File: config.mk
export PLATFORM = sky130hd
export DESIGN_NAME = lcd_clock_system_instr_decode
export DESIGN_NICKNAME = d
export VERILOG_FILES = /design/src/include/decode_pkg.sv /design/src/hw/reset_sync.sv /design/src/hw/opcode_decode.sv /design/src/hw/lcd_clock_system_instr_decode.sv
export VERILOG_INCLUDE_DIRS = /design/src /design/src/include
export SDC_FILE = /design/constraint.sdc
export NUM_CORES = 1
export LEC_CHECK = 0
export BUFFER_PORTS_ARGS = -buffer_cell sky130_fd_sc_hd__buf_4
export CAP_MARGIN = 20
export CORE_ASPECT_RATIO = 1.5
export CORE_UTILIZATION = 47
export DETAILED_ROUTE_END_ITERATION = 7
export PLACE_DENSITY = 0.76
export SETUP_SLACK_MARGIN = 0.2
export SLEW_MARGIN = 0
export SYNTH_ARGS = -nofsm -noshare
export SYNTH_HDL_FRONTEND = slang
export SYNTH_HIERARCHICAL = 1
export SYNTH_SLANG_ARGS = --single-unit
File: constraint.sdc
create_clock -name clk_in -period 2.5 [get_ports clk_in]
set_clock_uncertainty 0.2 [all_clocks]
set_input_delay 0.25 -clock clk_in [delete_from_list [all_inputs] [get_ports clk_in]]
set_output_delay 0.25 -clock clk_in [all_outputs]
set_load 0.01 [all_outputs]
File: src/include/decode_consts.svh
// opcodes, register map, field positions and reset values of the instruction decoder
`ifndef DECODE_CONSTS_SVH
`define DECODE_CONSTS_SVH

// ==========================================================
// instruction codes
`define OP_NOP          10'h000
`define OP_SYS_RESET    10'h001
`define OP_CLOCK_OP     10'h002
`define OP_SKIP_P       10'h003
`define OP_RAM_BACKUP   10'h008
`define OP_UPPER_CLR    10'h058
`define OP_UPPER_SET    10'h059
`define OP_ARM_PD       10'h05b
`define OP_WR_AUX       10'h209
`define OP_WR_LCD1      10'h20a
`define OP_WR_LCD2      10'h20b
`define OP_WR_LCD3      10'h20c
`define OP_WR_MODE      10'h216
`define OP_RD_LCD1      10'h24a
`define OP_RD_MODE      10'h252
`define OP_VDROP_PD     10'h293
`define OP_SEL_RC       10'h29b
`define OP_WDT_ARM      10'h29c
`define OP_WDT_RESTART  10'h2a0
`define OP_WR_LCD4      10'h2a8
`define OP_WR_LCD5      10'h2a9

// ==========================================================
// register byte offsets
`define REG_LCD1        8'h00
`define REG_LCD2        8'h04
`define REG_LCD3        8'h08
`define REG_LCD4        8'h0c
`define REG_LCD5        8'h10
`define REG_CLOCK_MODE  8'h14
`define REG_CLOCK_AUX   8'h18
`define REG_STATUS      8'h1c
`define REG_CONTROL     8'h20

// ==========================================================
// field positions
`define ST_ARM_PD       0
`define ST_ARM_WDT      1
`define ST_WDT_STOP     2
`define ST_RC_SEL       3
`define ST_UPPER_REF    4
`define ST_VDROP_PD     5
`define CTL_VDROP_HW    0

// ==========================================================
// reset values and timing
`define RST_NIBBLE      4'h0
`define RST_WORD        32'h0000_0000
`define BUS_ANSWER_CYC  1

`endif

File: src/include/decode_pkg.sv
// types shared by the instruction decoder files
package decode_pkg;

    typedef enum logic [1:0] {ARM_NONE, ARM_POWER_DOWN, ARM_WDT_STOP} arm_state_t;

    // one-hot strobes of a decoded instruction
    typedef struct packed {
        logic       read_lcd_ctl_one;
        logic [4:0] write_lcd_ctl;
        logic       select_rc_main_clock;
        logic       read_clock_mode_reg;
        logic       write_clock_mode_reg;
        logic       write_clock_aux_reg;
        logic       no_operation;
        logic       enter_clock_operating_mode;
        logic       enter_ram_backup;
        logic       arm_power_down;
        logic       skip_if_status_flag;
        logic       watchdog_restart_skip;
        logic       watchdog_stop_arm;
        logic       software_system_reset;
        logic       clear_upper_ref_enable;
        logic       set_upper_ref_enable;
        logic       enable_vdrop_in_powerdown;
        logic       known;
    } decode_t;

endpackage : decode_pkg

File: src/hw/reset_sync.sv
// two-stage release synchroniser for the active-low reset
module reset_sync
(
    input  wire logic clk_in,
    input  wire logic resetn_in,
    output logic      rst_n_out
);
    logic stage_reg;

    always_ff @(posedge clk_in or negedge resetn_in)
    begin
        if (!resetn_in)
        begin
            stage_reg <= 1'b0;
            rst_n_out <= 1'b0;
        end
        else
        begin
            stage_reg <= 1'b1;
            rst_n_out <= stage_reg;
        end
    end
endmodule : reset_sync

File: src/hw/opcode_decode.sv
// combinational decode of one 10-bit program word into strobes
`include "decode_consts.svh"
module opcode_decode
    import decode_pkg::*;
(
    input  wire logic       valid_in,
    input  wire logic [9:0] instr_in,
    output decode_t         dec_out
);
    always_comb
    begin
        dec_out = '0;
        if (valid_in)
        begin
            case (instr_in)
                `OP_RD_LCD1:     dec_out.read_lcd_ctl_one           = 1'b1;
                `OP_WR_LCD1:     dec_out.write_lcd_ctl[0]           = 1'b1;
                `OP_WR_LCD2:     dec_out.write_lcd_ctl[1]           = 1'b1;
                `OP_WR_LCD3:     dec_out.write_lcd_ctl[2]           = 1'b1;
                `OP_WR_LCD4:     dec_out.write_lcd_ctl[3]           = 1'b1;
                `OP_WR_LCD5:     dec_out.write_lcd_ctl[4]           = 1'b1;
                `OP_SEL_RC:      dec_out.select_rc_main_clock       = 1'b1;
                `OP_RD_MODE:     dec_out.read_clock_mode_reg        = 1'b1;
                `OP_WR_MODE:     dec_out.write_clock_mode_reg       = 1'b1;
                `OP_WR_AUX:      dec_out.write_clock_aux_reg        = 1'b1;
                `OP_NOP:         dec_out.no_operation               = 1'b1;
                `OP_CLOCK_OP:    dec_out.enter_clock_operating_mode = 1'b1;
                `OP_RAM_BACKUP:  dec_out.enter_ram_backup           = 1'b1;
                `OP_ARM_PD:      dec_out.arm_power_down             = 1'b1;
                `OP_SKIP_P:      dec_out.skip_if_status_flag        = 1'b1;
                `OP_WDT_RESTART: dec_out.watchdog_restart_skip      = 1'b1;
                `OP_WDT_ARM:     dec_out.watchdog_stop_arm          = 1'b1;
                `OP_SYS_RESET:   dec_out.software_system_reset      = 1'b1;
                `OP_UPPER_CLR:   dec_out.clear_upper_ref_enable     = 1'b1;
                `OP_UPPER_SET:   dec_out.set_upper_ref_enable       = 1'b1;
                `OP_VDROP_PD:    dec_out.enable_vdrop_in_powerdown  = 1'b1;
                default:         dec_out.known                      = 1'b0;
            endcase
            dec_out.known = |dec_out;
        end
    end
endmodule : opcode_decode

File: src/hw/lcd_clock_system_instr_decode.sv
// decoder for lcd, clock and system instructions with avalon register view
`include "decode_consts.svh"
module lcd_clock_system_instr_decode
    import decode_pkg::*;
#(
    parameter int   LCD_REGS    = 5,
    parameter int   ACC_W       = 4,
    parameter logic VDROP_HW    = 1'b1
)
(
    input  wire logic                  clk_in,
    input  wire logic                  resetn_in,
    input  wire logic                  instr_valid_in,
    input  wire logic [9:0]            instr_in,
    input  wire logic [ACC_W-1:0]      acc_in,
    input  wire logic                  status_flag_in,
    input  wire logic                  watchdog_flag_one_in,
    input  wire logic [7:0]            avs_address_in,
    input  wire logic                  avs_read_in,
    input  wire logic                  avs_write_in,
    input  wire logic [31:0]           avs_writedata_in,
    input  wire logic [3:0]            avs_byteenable_in,
    output logic [31:0]                avs_readdata_out,
    output logic                       avs_waitrequest_out,
    output logic                       acc_load_out,
    output logic [ACC_W-1:0]           acc_data_out,
    output logic                       skip_out,
    output logic                       pc_step_out,
    output logic                       sys_reset_req_out,
    output logic                       clock_op_mode_out,
    output logic                       ram_backup_out,
    output logic                       wdt_flag_clear_out,
    output logic                       wdt_stop_out,
    output logic                       rc_main_sel_out,
    output logic                       upper_bits_ref_enable_out,
    output logic                       vdrop_pd_enable_out,
    output logic [LCD_REGS*ACC_W-1:0]  lcd_ctl_out,
    output logic [ACC_W-1:0]           clock_mode_out,
    output logic [ACC_W-1:0]           clock_aux_out
);
    // ==========================================================
    // reset and decode
    logic               rst_n_sync;
    decode_t            dec;
    arm_state_t         arm_state_reg;
    arm_state_t         arm_state_next;
    logic [ACC_W-1:0]   lcd_ctl_reg [LCD_REGS];
    logic               vdrop_hw_reg;
    logic [31:0]        status_word;
    logic [31:0]        rd_mux;

    reset_sync u_reset_sync
    (
        .clk_in    (clk_in),
        .resetn_in (resetn_in),
        .rst_n_out (rst_n_sync)
    );

    opcode_decode u_opcode_decode
    (
        .valid_in (instr_valid_in),
        .instr_in (instr_in),
        .dec_out  (dec)
    );

    // ==========================================================
    // lcd control registers
    for (genvar i = 0; i < LCD_REGS; i++)
    begin : g_lcd
        always_ff @(posedge clk_in or negedge rst_n_sync)
        begin
            if (!rst_n_sync)
                lcd_ctl_reg[i] <= `RST_NIBBLE;
            else if (dec.write_lcd_ctl[i])
                lcd_ctl_reg[i] <= acc_in;
        end
        assign lcd_ctl_out[i*ACC_W +: ACC_W] = lcd_ctl_reg[i];
    end

    // ==========================================================
    // clock control registers
    always_ff @(posedge clk_in or negedge rst_n_sync)
    begin
        if (!rst_n_sync)
        begin
            clock_mode_out  <= `RST_NIBBLE;
            clock_aux_out   <= `RST_NIBBLE;
            rc_main_sel_out <= 1'b0;
        end
        else
        begin
            if (dec.write_clock_mode_reg)
                clock_mode_out <= acc_in;
            if (dec.write_clock_aux_reg)
                clock_aux_out <= acc_in;
            if (dec.select_rc_main_clock)
                rc_main_sel_out <= 1'b1;
        end
    end

    // ==========================================================
    // arming: holds only across the very next instruction
    always_comb
    begin
        arm_state_next = arm_state_reg;
        if (instr_valid_in)
        begin
            if (dec.arm_power_down)
                arm_state_next = ARM_POWER_DOWN;
            else if (dec.watchdog_stop_arm)
                arm_state_next = ARM_WDT_STOP;
            else
                arm_state_next = ARM_NONE;
        end
    end

    always_ff @(posedge clk_in or negedge rst_n_sync)
    begin
        if (!rst_n_sync)
            arm_state_reg <= ARM_NONE;
        else
            arm_state_reg <= arm_state_next;
    end

    // ==========================================================
    // power down, watchdog and system strobes
    always_ff @(posedge clk_in or negedge rst_n_sync)
    begin
        if (!rst_n_sync)
        begin
            clock_op_mode_out  <= 1'b0;
            ram_backup_out     <= 1'b0;
            wdt_flag_clear_out <= 1'b0;
            wdt_stop_out       <= 1'b0;
            sys_reset_req_out  <= 1'b0;
            skip_out           <= 1'b0;
            pc_step_out        <= 1'b0;
        end
        else
        begin
            clock_op_mode_out  <= dec.enter_clock_operating_mode
                                  && arm_state_reg == ARM_POWER_DOWN;
            ram_backup_out     <= dec.enter_ram_backup
                                  && arm_state_reg == ARM_POWER_DOWN;
            wdt_flag_clear_out <= dec.watchdog_restart_skip && watchdog_flag_one_in;
            if (dec.watchdog_restart_skip && arm_state_reg == ARM_WDT_STOP)
                wdt_stop_out <= 1'b1;
            sys_reset_req_out  <= dec.software_system_reset;
            skip_out           <= (dec.skip_if_status_flag && status_flag_in)
                                  || (dec.watchdog_restart_skip && watchdog_flag_one_in);
            pc_step_out        <= dec.known;
        end
    end

    // ==========================================================
    // accumulator reads and flags
    always_ff @(posedge clk_in or negedge rst_n_sync)
    begin
        if (!rst_n_sync)
        begin
            acc_load_out <= 1'b0;
            acc_data_out <= `RST_NIBBLE;
        end
        else
        begin
            acc_load_out <= dec.read_lcd_ctl_one || dec.read_clock_mode_reg;
            if (dec.read_lcd_ctl_one)
                acc_data_out <= lcd_ctl_reg[0];
            else if (dec.read_clock_mode_reg)
                acc_data_out <= clock_mode_out;
        end
    end

    always_ff @(posedge clk_in or negedge rst_n_sync)
    begin
        if (!rst_n_sync)
        begin
            upper_bits_ref_enable_out <= 1'b0;
            vdrop_pd_enable_out       <= 1'b0;
        end
        else
        begin
            if (dec.set_upper_ref_enable)
                upper_bits_ref_enable_out <= 1'b1;
            else if (dec.clear_upper_ref_enable)
                upper_bits_ref_enable_out <= 1'b0;
            if (dec.enable_vdrop_in_powerdown && vdrop_hw_reg)
                vdrop_pd_enable_out <= 1'b1;
        end
    end

    // ==========================================================
    // avalon slave: one wait cycle, then the answer
    always_comb
    begin
        status_word = `RST_WORD;
        status_word[`ST_ARM_PD]    = arm_state_reg == ARM_POWER_DOWN;
        status_word[`ST_ARM_WDT]   = arm_state_reg == ARM_WDT_STOP;
        status_word[`ST_WDT_STOP]  = wdt_stop_out;
        status_word[`ST_RC_SEL]    = rc_main_sel_out;
        status_word[`ST_UPPER_REF] = upper_bits_ref_enable_out;
        status_word[`ST_VDROP_PD]  = vdrop_pd_enable_out;
        rd_mux = `RST_WORD;
        case (avs_address_in)
            `REG_LCD1:       rd_mux[ACC_W-1:0] = lcd_ctl_reg[0];
            `REG_LCD2:       rd_mux[ACC_W-1:0] = lcd_ctl_reg[1];
            `REG_LCD3:       rd_mux[ACC_W-1:0] = lcd_ctl_reg[2];
            `REG_LCD4:       rd_mux[ACC_W-1:0] = lcd_ctl_reg[3];
            `REG_LCD5:       rd_mux[ACC_W-1:0] = lcd_ctl_reg[4];
            `REG_CLOCK_MODE: rd_mux[ACC_W-1:0] = clock_mode_out;
            `REG_CLOCK_AUX:  rd_mux[ACC_W-1:0] = clock_aux_out;
            `REG_STATUS:     rd_mux = status_word;
            `REG_CONTROL:    rd_mux[`CTL_VDROP_HW] = vdrop_hw_reg;
            default:         rd_mux = `RST_WORD;
        endcase
    end

    always_ff @(posedge clk_in or negedge rst_n_sync)
    begin
        if (!rst_n_sync)
        begin
            avs_waitrequest_out <= 1'b1;
            avs_readdata_out    <= `RST_WORD;
        end
        else
        begin
            avs_waitrequest_out <= !((avs_read_in || avs_write_in) && avs_waitrequest_out);
            if (avs_read_in && avs_waitrequest_out)
                avs_readdata_out <= rd_mux;
        end
    end

    always_ff @(posedge clk_in or negedge rst_n_sync)
    begin
        if (!rst_n_sync)
            vdrop_hw_reg <= 1'b0;
        else if (!rst_n_sync)
            vdrop_hw_reg <= 1'b0;
        else if (avs_write_in && !avs_waitrequest_out && avs_byteenable_in[0]
                 && avs_address_in == `REG_CONTROL)
            vdrop_hw_reg <= avs_writedata_in[`CTL_VDROP_HW];
    end

    for (genvar j = 0; j < LCD_REGS; j++)
    begin : g_chk
        localparam logic [9:0] WR_OP [5] = '{`OP_WR_LCD1, `OP_WR_LCD2, `OP_WR_LCD3,
                                              `OP_WR_LCD4, `OP_WR_LCD5};

    end
endmodule : lcd_clock_system_instr_decode

Word level (Yosys, flattened, before mapping)
Index checks and enable logic that the tools add are counted.

storage, ports and cells
  RAM bits = 0
  latch bits = 0
  logic and storage cells = 132
  register bits = 81
  memories = 0
  bits in read-only memories = 0
  output and inout port bits = 76
  input bits = 65

operators by class
  magnitude comparators = 0
  shift-type cells = 0
  multiplexer cells = 55
  eq/ne operators = 31
  reductions and logical operators = 21
  div/mod/pow operators = 0
  bitwise logic cells = 0
  $mul = 0
  add/sub/neg operators = 0

operator list
  operator              count
  $eq 10x10->1 const B  13
  $mux 1                47
  $eq 8x5->1 const B    4
  $eq 10x7->1 const B   3
  $pmux 3 s8            1
  $mux 22               1
  $reduce_or 22->1      1
  $eq 10x2->1 const B   2
  $eq 8x4->1 const B    2
  $logic_and 1x1->1     11
  $eq 10x1->1 const B   1
  $eq 10x4->1 const B   1
  $logic_not 10->1      1
  $pmux 1 s9            1
  $eq 8x3->1 const B    1
  $eq 8x6->1 const B    1
  $logic_not 8->1       1
  $mux 4                2
  $mux 2                3
  $reduce_bool 2->1     2
  $logic_or 1x1->1      3
  $eq 2x1->1 const B    1
  $eq 2x2->1 const B    1
  $logic_not 1->1       2
  $ne 2x2->1 const B    1

Depth between registers and ports, before layout
Gate-level depths: netlist of run 1.

  depth after elaboration = 7
  depth in mapped cells = 7
  mapped depth without buffers = 6

Cells and area by module
The synthesis of run 1 kept the hierarchy.

by module, submodules not included
  module                         area an instance (um^2)  times used  cells an instance  sequential area each (um^2)
  lcd_clock_system_instr_decode  2541.2                   1           220                1327.5
  opcode_decode                  488.0                    1           84                 0.0
  reset_sync                     53.8                     1           3                  50.0

Worst setup path before layout of run 1
No wires, ideal clock.

  path kind = input -> register
  start = in instr_in[5]
  end = reg lcd_ctl_reg, in the netlist lcd_ctl_out[10]
  path buffers = 0
  data arrival time = 1835 ps
  slack = 341 ps
  stages = 5
  data required time = 2175 ps
  setup time = 125 ps
  cells stage by stage = or4_4 -> nor2_1 -> nand2_1 -> nor3_1 -> mux2_2

RTL lines
  what                           RTL line                             source
  start, declared                lcd_clock_system_instr_decode.sv:14  input wire logic [9:0] instr_in,
  end signal, assigned by index  lcd_clock_system_instr_decode.sv:73  lcd_ctl_reg[i] <= `RST_NIBBLE;
  end signal, assigned by index  lcd_clock_system_instr_decode.sv:75  lcd_ctl_reg[i] <= acc_in;
  end, declared                  lcd_clock_system_instr_decode.sv:47  logic [ACC_W-1:0] lcd_ctl_reg [LCD_REGS];

==> impl_results.md, run 1 <==
* Max Slew Vio Count at 0
* Static leakage at 0.00182 uW
* Clock buffer depth at 2
* Fill count at 573
* Hold Vio Cnt, Final at 0
* Die ar. at 6890 sq um
* All-Layer GR Usage at 23.4%
* Grt total ovfl at 0
* Number of global-route vias before repair at 2,544
* H-tree levels at 2
* Cts bufs inserted at 5
* Clock-pin slew on the worst setup and hold paths at 0.09 ns
* # nets final at 454
* Crit path arrival time at 2.00 ns
* Crit-path max cell delay at 0.57 ns
* # IOs at 141
* Hold crit path type: input pin to flop
* Worst path slowest cell: or4_4
* Combinational fraction of design power at 11.8%
* Die span in x at 68.1 um
* Sequential cell fraction of total power at 54.3%
* Post-Route WL at 7340 um
* Crit Path Max Fanout at 5
* Sw Share at 24.2%
* Slew @ Worst Pin at 0.495 ns
* Largest net degree at the start of global routing at 24
* Rows at 35
* Setup crit start kind: input pin
* Critical-path cell list: buf_4 > or4_4 > nor2_1 > nand2_1 > nor3_1 > buf_4 > mux2_2
* Ys Warns at 6
* PD cells at 446 nW/um^2
* Net Sw Power at 411 uW
* Worst hold margin at 0.0124 ns
* DR DRC count at 0
* Status: finished clean
* Worst vdd ir at 0.000386 V
* Vias at 2,559
* CP most frequent cell: buf_4
* Setup crit end kind: flop
* Post-Synthesis Cells at 306
* Final-report setup violation count at 0
* Detailed Route Iter0 Violations at 145
* Synthesis-to-layout area growth at 23.6%
* Share of cells above drive strength 1 at 34.4%
* Crit path kind: input pin to flop
* ANT cells at 0
* Post-layout min period at 2.00 ns
* Post-CTS Setup Inserts at 0
* First-pass GRT wire length at 12,100 um
* Max Fclk at 500 MHz
* Chip Height at 101 um
* DR vias/cell at 5.52
* Max reg flops at 20
* P_int at 1290 uW
* Setup Total Neg Slack at 0 ns
* Initial Utilization at 49.5%
* Mapped Area at 3080 sq um
* Detail Placement HPWL at 5650 um
* RePlAce Congestion at 0.972
* CTS sink count at 55
* Mapped Avg Cell Area at 10.1 sq um
* WP data required at 2.50 ns
* Initial antenna violation count at 0
* Slew headroom at 66.9%
* I/O Buffers at 80
* Post-DRT Antenna Nets at 0
* Max_cap viols at 0
* Pre-antenna DRT Iters at 4
* Clock power frac at 33.9%
* Wire length per cell at 15.8 um
* CTS tree: built
* CTS root buf: clkbuf_8
* Core area at 6220 sq um
* Tcrit/Tclk final at 80.0%
* Clock latency on the worst-skew pair at 0.31 ns
* RSZ-0062 raised after global routing: no
timing repair:
action                                  4_1_cts  5_1_grt
endpoints found under the setup margin        0        0
gates resized for setup                       0        0
hold buffers                                  6        0
endpoints found under the hold margin         6        0
routing by layer:
layer	routed length, um	part of all wire (%)	GRT usage, %	vias up
met5	0	0	0	-
met3	466	6.3	4.84	12
met2	3960	54	40.0	128
li1	-	-	-	1199
met1	2800	38	28.7	1220
met4	118	1.6	7.37	0
stage by stage:
| stage | setup slack [ns] | area [sq um] | power, uW | std cells | util (%) |
|---|---|---|---|---|---|
| final | 0.500 | 3810 | 1700 | 464 | 61.2 |
| after floorplan | 0.341 | 3170 | 1070 | 331 | - |
| after CTS | 0.524 | 3810 | 1710 | 464 | 61.2 |
| after global routing | 0.410 | 3810 | 1770 | 464 | 61.2 |
| after global placement | 0.197 | 3640 | 1130 | 450 | 58.5 |
| after detailed placement | 0.210 | 3640 | 1130 | 450 | 58.5 |
power by group through the flow:
| stage | sequential, uW | clock (uW) | combinational, uW |
|---|---|---|---|
| final | 922 | 575 | 200 |
| after CTS | 922 | 587 | 199 |
| after global routing | 925 | 622 | 221 |
| after global placement | 939 | 0 | 187 |
| after floorplan | 947 | 0 | 127 |
| after detailed placement | 940 | 0 | 190 |
final cells by class:
class	count	area, sq um	share of cell area, %
Clock buffer	7	76.3	2.01
Clock inverter	1	30.0	0.789
Inverter	9	33.8	0.888
Multi-Input combinational cell	225	1480	38.9
Sequential cell	55	1380	36.2
Tap cell	74	92.6	2.43
Timing Repair Buffer	93	713	18.7
final timing paths:
kind | startpoint | to | slack, ns | cells past startpoint
max reg2reg | arm_state_reg[0] | avs_readdata_out[1] | 0.86 | 4
min | acc_in[0] | lcd_ctl_out[8] | 0.01 | 3
max | instr_in[5] | clock_aux_out[1] | 0.50 | 7
min in group asynchronous | u_reset_sync/rst_n_out | acc_data_out[0] | 0.03 | 0
min reg2reg | u_reset_sync/rst_n_out | acc_data_out[0] | 0.03 | 0
max in group asynchronous | u_reset_sync/rst_n_out | avs_readdata_out[4] | 1.39 | 1
cells in the final DEF, fill, tap and decap left out, drive strengths merged, types with 6 or more instances in the layout:
cell type    instances
buf                 87
clkbuf               7
conb                27
dfrtp               54
dlygate4sd3          6
inv                  9
mux2                26
mux2i               12
nand2               24
nand2b               9
nand3                8
nand3b               9
nor2                19
nor3                17
nor4                 7
o21ai               19
critical path: cells and delay by family:
family	cells	cell delay (ns)
multiplexers	1	0.34
AND/OR/NAND/NOR	4	1.09
buffers and inverters	2	0.31
Power figures use the tool's default switching activity.
==> run 2, diff against run 1 <==
clock period = 1.95 ns   (was 2.5 ns; I/O delays follow)
==> impl_results.md, run 2 (same netlist as run 1, synthesis figures left out) <==
* Share of cells above drive strength 1 at 39.7% (+5.3 points)
* Static leakage at 0.00202 uW (+11%)
* Vias at 2,709 (+5.9%)
* Clock buffer depth at 2 (unchanged)
* Crit path kind: input pin to flop
* DR DRC count at 0 (unchanged)
* Fill count at 523 (-8.7%)
* Hold_sp: instr_valid_in
* Wire length per cell at 17.3 um (+9.2%)
* Grt total ovfl at 0 (unchanged)
* Chip Height at 101 um (unchanged)
* Die span in x at 68.1 um (unchanged)
* Hold Vio Cnt, Final at 0 (unchanged)
* Core area at 6220 sq um (unchanged)
* ANT cells at 0 (unchanged)
* Rows at 35 (unchanged)
* Crit path arrival time at 1.72 ns (-0.28 ns)
* Max Fclk at 581 MHz
* RR Endpoint: avs_readdata_out[1]
* CTS sink count at 55 (unchanged)
* Reg2reg start: arm_state_reg[0]
* Crit path from: instr_in[4]
* Hold crit path type: input pin to flop
* Die ar. at 6890 sq um (unchanged)
* Post-route setup slack at 0.229 ns (-0.271 ns)
* Initial Utilization at 49.5% (unchanged)
* Cells on worst reg2reg path at 4 (unchanged)
* First-pass GRT wire length at 13,000 um (+7.8%)
* RePlAce Congestion at 0.904 (-7.0%)
* # IOs at 141 (unchanged)
* Power Total at 2250 uW (+32%)
* Pre-antenna DRT Iters at 4 (unchanged)
* Setup crit end kind: flop
* Synthesis-to-layout area growth at 35.7%
* Largest net degree at the start of global routing at 29 (+21%)
* Post-DRT Antenna Nets at 0 (unchanged)
* I/O Buffers at 80 (unchanged)
* WHS Endpoint: arm_state_reg[0]
* Commonest non-fill, non-tap cells in the layout: 108 x buf_4, 53 x dfrtp_1, 27 x conb_1, 23 x nand2_1, 21 x mux2_2
* Most common cell after layout, fill and taps aside: buf_4
* Max Slew Vio Count at 0 (unchanged)
* Clock latency on the worst-skew pair at 0.31 ns (about the same)
* H-tree levels at 2 (unchanged)
* WHS Path Cells at 3 (unchanged)
* Detailed Route Iter0 Violations at 177 (+22%)
* Setup slack, reg-to-reg at 0.33 ns (-0.53 ns)
* Clock-pin slew on the worst setup and hold paths at 0.10 ns (about the same)
* All-Layer GR Usage at 26.0% (+2.7 points)
* Max_cap viols at 0 (unchanged)
* Cts bufs inserted at 5 (unchanged)
* CTS tree: built
* RSZ-0062 raised after global routing: yes
* Post-Route WL at 8550 um (+16%)
* DR vias/cell at 5.47 (-0.77%)
* Post-Place Worst Slack at -0.151 ns (-0.361 ns)
* Detail Placement HPWL at 6590 um (+17%)
* WP data required at 1.95 ns (-0.55 ns)
* Initial antenna violation count at 0 (unchanged)
* PD cells at 538 nW/um^2 (+21%)
* CTS root buf: clkbuf_8
* Setup crit start kind: input pin
* Crit Path Max Fanout at 4 (-1)
* Status: finished clean
* # nets final at 485 (+6.8%)
* Max reg flops at 20 (unchanged)
* Worst vdd ir at 0.000296 V (-23%)
* Number of global-route vias before repair at 2,642 (+3.9%)
* Post-layout min period at 1.72 ns
* Tcrit/Tclk final at 88.2%
* Final-report setup violation count at 0 (unchanged)
[run 2: cell count changes in the layout (fill, tap and decap cells not counted), sizes merged]
cell,change
dlygate4sd3,+9
clkinv,+2
clkbuf,-2
buf,+22
[run 2: through the flow]
step | hold slack [ns] | cell area, sq um | util (%) | cells | TNS [ns]
floorplan | -0.301 | 3270 | - | 331 | 0
global placement | -0.223 | 3880 | 62.5 | 471 | -2.00
detailed placement | -0.219 | 3880 | 62.5 | 471 | -1.97
CTS | 0.0130 | 4150 | 66.8 | 494 | 0
global route | 0.0335 | 4180 | 67.2 | 495 | 0
finish | 0.0278 | 4180 | 67.2 | 495 | 0
[run 2: worst max-delay path, cell delays in order]
cell,delay (ns)
buf_4,0.11
or4_4,0.53
nor2_4,0.15
nand2_4,0.10
nor3_4,0.11
buf_4,0.17
mux2_2,0.34
[run 2: where the power goes]
part	total (uW)	internal, uW	switching [uW]
Sequential	1180	1160	17.9
Combinational	322	142	180
Clock	749	383	366
[run 2: repair_timing]
item	CTS	global route
resized for setup	2	4
pin swaps	0	0
setup endpoints to repair	3	15
cloned	0	0
endpoints found under the hold margin	40	0
hold buffers	15	0
buffers inserted	0	1
[run 2: worst max path at each step]
stage                                   end  slack, ns  cells after the start
after floorplan             lcd_ctl_out[10]        0.1                      5
after detailed placement  clock_op_mode_out      -0.15                      7
after global placement    clock_op_mode_out      -0.16                      7
after CTS                  clock_aux_out[2]       0.20                      6
final                      clock_aux_out[2]       0.23                      7
after global routing         lcd_ctl_out[2]       0.19                      6
[run 2: area by class of cell]
cell class / count / area [sq um] / share of cell area [%]
Multi-Input combinational cell: 225 / 1590 / 38.0
Sequential cell: 55 / 1380 / 33.0
Timing Repair Buffer: 124 / 972 / 23.3
Tap cell: 74 / 92.6 / 2.22
Clock buffer: 5 / 68.8 / 1.65
Clock inverter: 3 / 43.8 / 1.05
Inverter: 9 / 33.8 / 0.809
[run 2: metal layers]
layer	routed length, um	global-route usage [%]	vias up
li1	-	-	1258
met1	3050	27.8	1319
met2	4830	48.4	110
met3	381	3.38	22
met4	282	12.0	0
met5	0	0	-
==> run 3, diff against run 2 <==
CORE_UTILIZATION = 49   (was 47)
CTS_BUF_LIST = sky130_fd_sc_hd__clkbuf_4 sky130_fd_sc_hd__clkbuf_8   (was unset)
PLACE_DENSITY = 0.79   (was 0.76)
==> impl_results.md, run 3 (same netlist as run 1, synthesis figures left out) <==
* Crit-path max cell delay at 0.56 ns (+0.03 ns)
* CTS sink count at 55 (unchanged)
* I/O Buffers at 80 (unchanged)
* Worst path slowest cell: or4_4
* Tcrit/Tclk final at 89.2% (+1.0 points)
* CTS root buf: clkbuf_8
* Grt total ovfl at 0 (unchanged)
* Hold Vio Cnt, Final at 0 (unchanged)
* WP data required at 1.95 ns (about the same)
* H-tree levels at 2 (unchanged)
* Detail Placement HPWL at 6340 um (-3.8%)
* Setup slack, reg-to-reg at 0.34 ns (about the same)
* Post-DRT Antenna Nets at 0 (unchanged)
* RSZ-0062 raised after global routing: yes
* First-pass GRT wire length at 12,800 um (-2.0%)
* Most common cell after layout, fill and taps aside: buf_4
* Net Sw Power at 543 uW (-3.7%)
* Post-layout min period at 1.74 ns (+0.0195 ns)
* Met3 wire len at 340 um (-11%)
* Clock-pin slew on the worst setup and hold paths at 0.10 ns (about the same)
* Status: finished clean
* Multi-input logic area at 1580 sq um (-0.24%)
* Critical-path cell list: buf_4 > or4_4 > nor2_4 > nand2_4 > nor3_4 > buf_6 > mux2_2
* Hold crit path type: input pin to flop
* Die ar. at 6610 sq um (-4.0%)
* Initial Utilization at 50.6% (+1.1 points)
* Crit Path Max Fanout at 4 (unchanged)
* All-Layer GR Usage at 25.8% (-0.24 points)
* Cts bufs inserted at 5 (unchanged)
* Final-report setup violation count at 0 (unchanged)
* Sw Share at 25.4% (+0.25 points)
* DR DRC count at 0 (unchanged)
* Crit path kind: input pin to flop
* P_int at 1600 uW (-4.9%)
* Max reg flops at 20 (unchanged)
* RePlAce Congestion at 0.928 (+2.7%)
* Static leakage at 0.00201 uW (-0.47%)
* Routed wl met2 at 4600 um (-4.8%)
* Detailed Route Iter0 Violations at 165 (-6.8%)
* Commonest non-fill, non-tap cells in the layout: 105 x buf_4, 53 x dfrtp_1, 27 x conb_1, 23 x nand2_1, 20 x mux2_2
* Max_cap viols at 0 (unchanged)
* Power Total at 2140 uW (-4.6%)
* Core area at 6090 sq um (-2.1%)
* Non-Filler Instances at 493 (-0.40%)
* # IOs at 141 (unchanged)
* Number of global-route vias before repair at 2,618 (-0.91%)
* Clock power frac at 30.7% (-2.6 points)
* Uppermost layer routed: met4
* Setup crit end kind: flop
* Max Fclk at 575 MHz (-1.1%)
* Setup crit start kind: input pin
* Wire length per cell at 16.4 um (-4.9%)
* Synthesis-to-layout area growth at 35.1%
* Met1 WL at 2970 um (-2.7%)
* Sequential cell area at 1380 sq um (unchanged)
* Rows at 35 (unchanged)
* Chip Height at 99.1 um (-2.0%)
* Max Slew Vio Count at 0 (unchanged)
* ANT cells at 0 (unchanged)
* DR vias/cell at 5.38 (-1.7%)
* Clock buffer depth at 2 (unchanged)
* PD cells at 515 nW/um^2 (-4.2%)
* Initial antenna violation count at 0 (unchanged)
* CTS tree: built
* Setup Total Neg Slack at 0 ns (unchanged)
* Pre-antenna DRT Iters at 4 (unchanged)
* Largest net degree at the start of global routing at 49 (+69%)
* Combinational fraction of design power at 14.5% (+0.2 points)
* Clock latency on the worst-skew pair at 0.30 ns (about the same)
* Post-Route WL at 8090 um (-5.3%)
* Dpl cells at 468 (-0.64%)
* Crit path arrival time at 1.74 ns (+0.02 ns)
* Fill count at 498 (-4.8%)
* Sequential cell fraction of total power at 54.8% (+2.4 points)
* Vias at 2,653 (-2.1%)
* # nets final at 483 (-0.41%)
* Worst vdd ir at 0.000327 V (+10%)
* Share of cells above drive strength 1 at 39.6% (-0.049 points)
* Die span in x at 66.7 um (-2.0%)
==> run 3: cell count changes in the layout (fill, tap and decap cells not counted), sizes merged <==
cell | previous run | this run
bufinv | 1 | 0
buf | 109 | 108
clkbuf | 5 | 7
clkinv | 2 | 1
dlygate4sd3 | 15 | 14
==> run 3: area by class of cell <==
class,count,share of cell area (%)
multi-input combinational,225,38.1
sequential,55,33.2
timing repair buffer,122,23.3
tap,74,2.23
clock buffer,7,2.17
inverter,9,0.812
clock inverter,1,0.211
==> run 3: critical path, delay by kind of cell <==
kind / cells / cell delay, ns
mux: 1 / 0.33
buf+inv: 2 / 0.26
simple gates: 4 / 0.96
==> run 3: final timing paths <==
check                                  startpoint                  end  cells past startpoint
hold / removal                     instr_valid_in          pc_step_out                      2
setup reg to reg                 arm_state_reg[0]  avs_readdata_out[1]                      4
min in group asynchronous  u_reset_sync/rst_n_out     clock_aux_out[1]                      1
max in group asynchronous  u_reset_sync/rst_n_out    clock_op_mode_out                      1
hold reg to reg            u_reset_sync/rst_n_out     clock_aux_out[1]                      1
setup / recovery                      instr_in[5]      lcd_ctl_out[10]                      7
==> run 3: metrics by stage <==
step	area [sq um]	setup WS (ns)	hold slack [ns]	utilization (%)
CTS	4130	0.195	0.00320	67.9
global route	4160	0.183	0.00991	68.3
floorplan	3270	0.0967	-0.301	-
detailed placement	3870	-0.145	-0.220	63.6
finish	4160	0.210	0.00823	68.3
global placement	3870	-0.122	-0.222	63.6
==> run 3: layer usage <==
layer | global-route usage [%] | up-vias
met5 | 0 | -
met4 | 9.00 | 0
met3 | 2.18 | 15
met2 | 48.3 | 105
met1 | 29.5 | 1276
li1 | - | 1257
==> run 3: power by group through the flow <==
stage	combinational (uW)	clock (uW)	sequential [uW]
floorplan	174	0	1210
global placement	279	0	1200
detailed placement	283	0	1200
CTS	309	678	1170
global route	338	708	1180
finish	310	658	1170
==> run 3: timing repair <==
| item | 4_1_cts | 5_1_grt |
|---|---|---|
| hold buffers | 14 | 0 |
| buffers inserted | 2 | 1 |
| endpoints found under the setup margin | 2 | 11 |
| gates cloned | 0 | 0 |
| resized for setup | 1 | 5 |
| hold endpoints to repair | 35 | 0 |
| pin swaps | 1 | 2 |
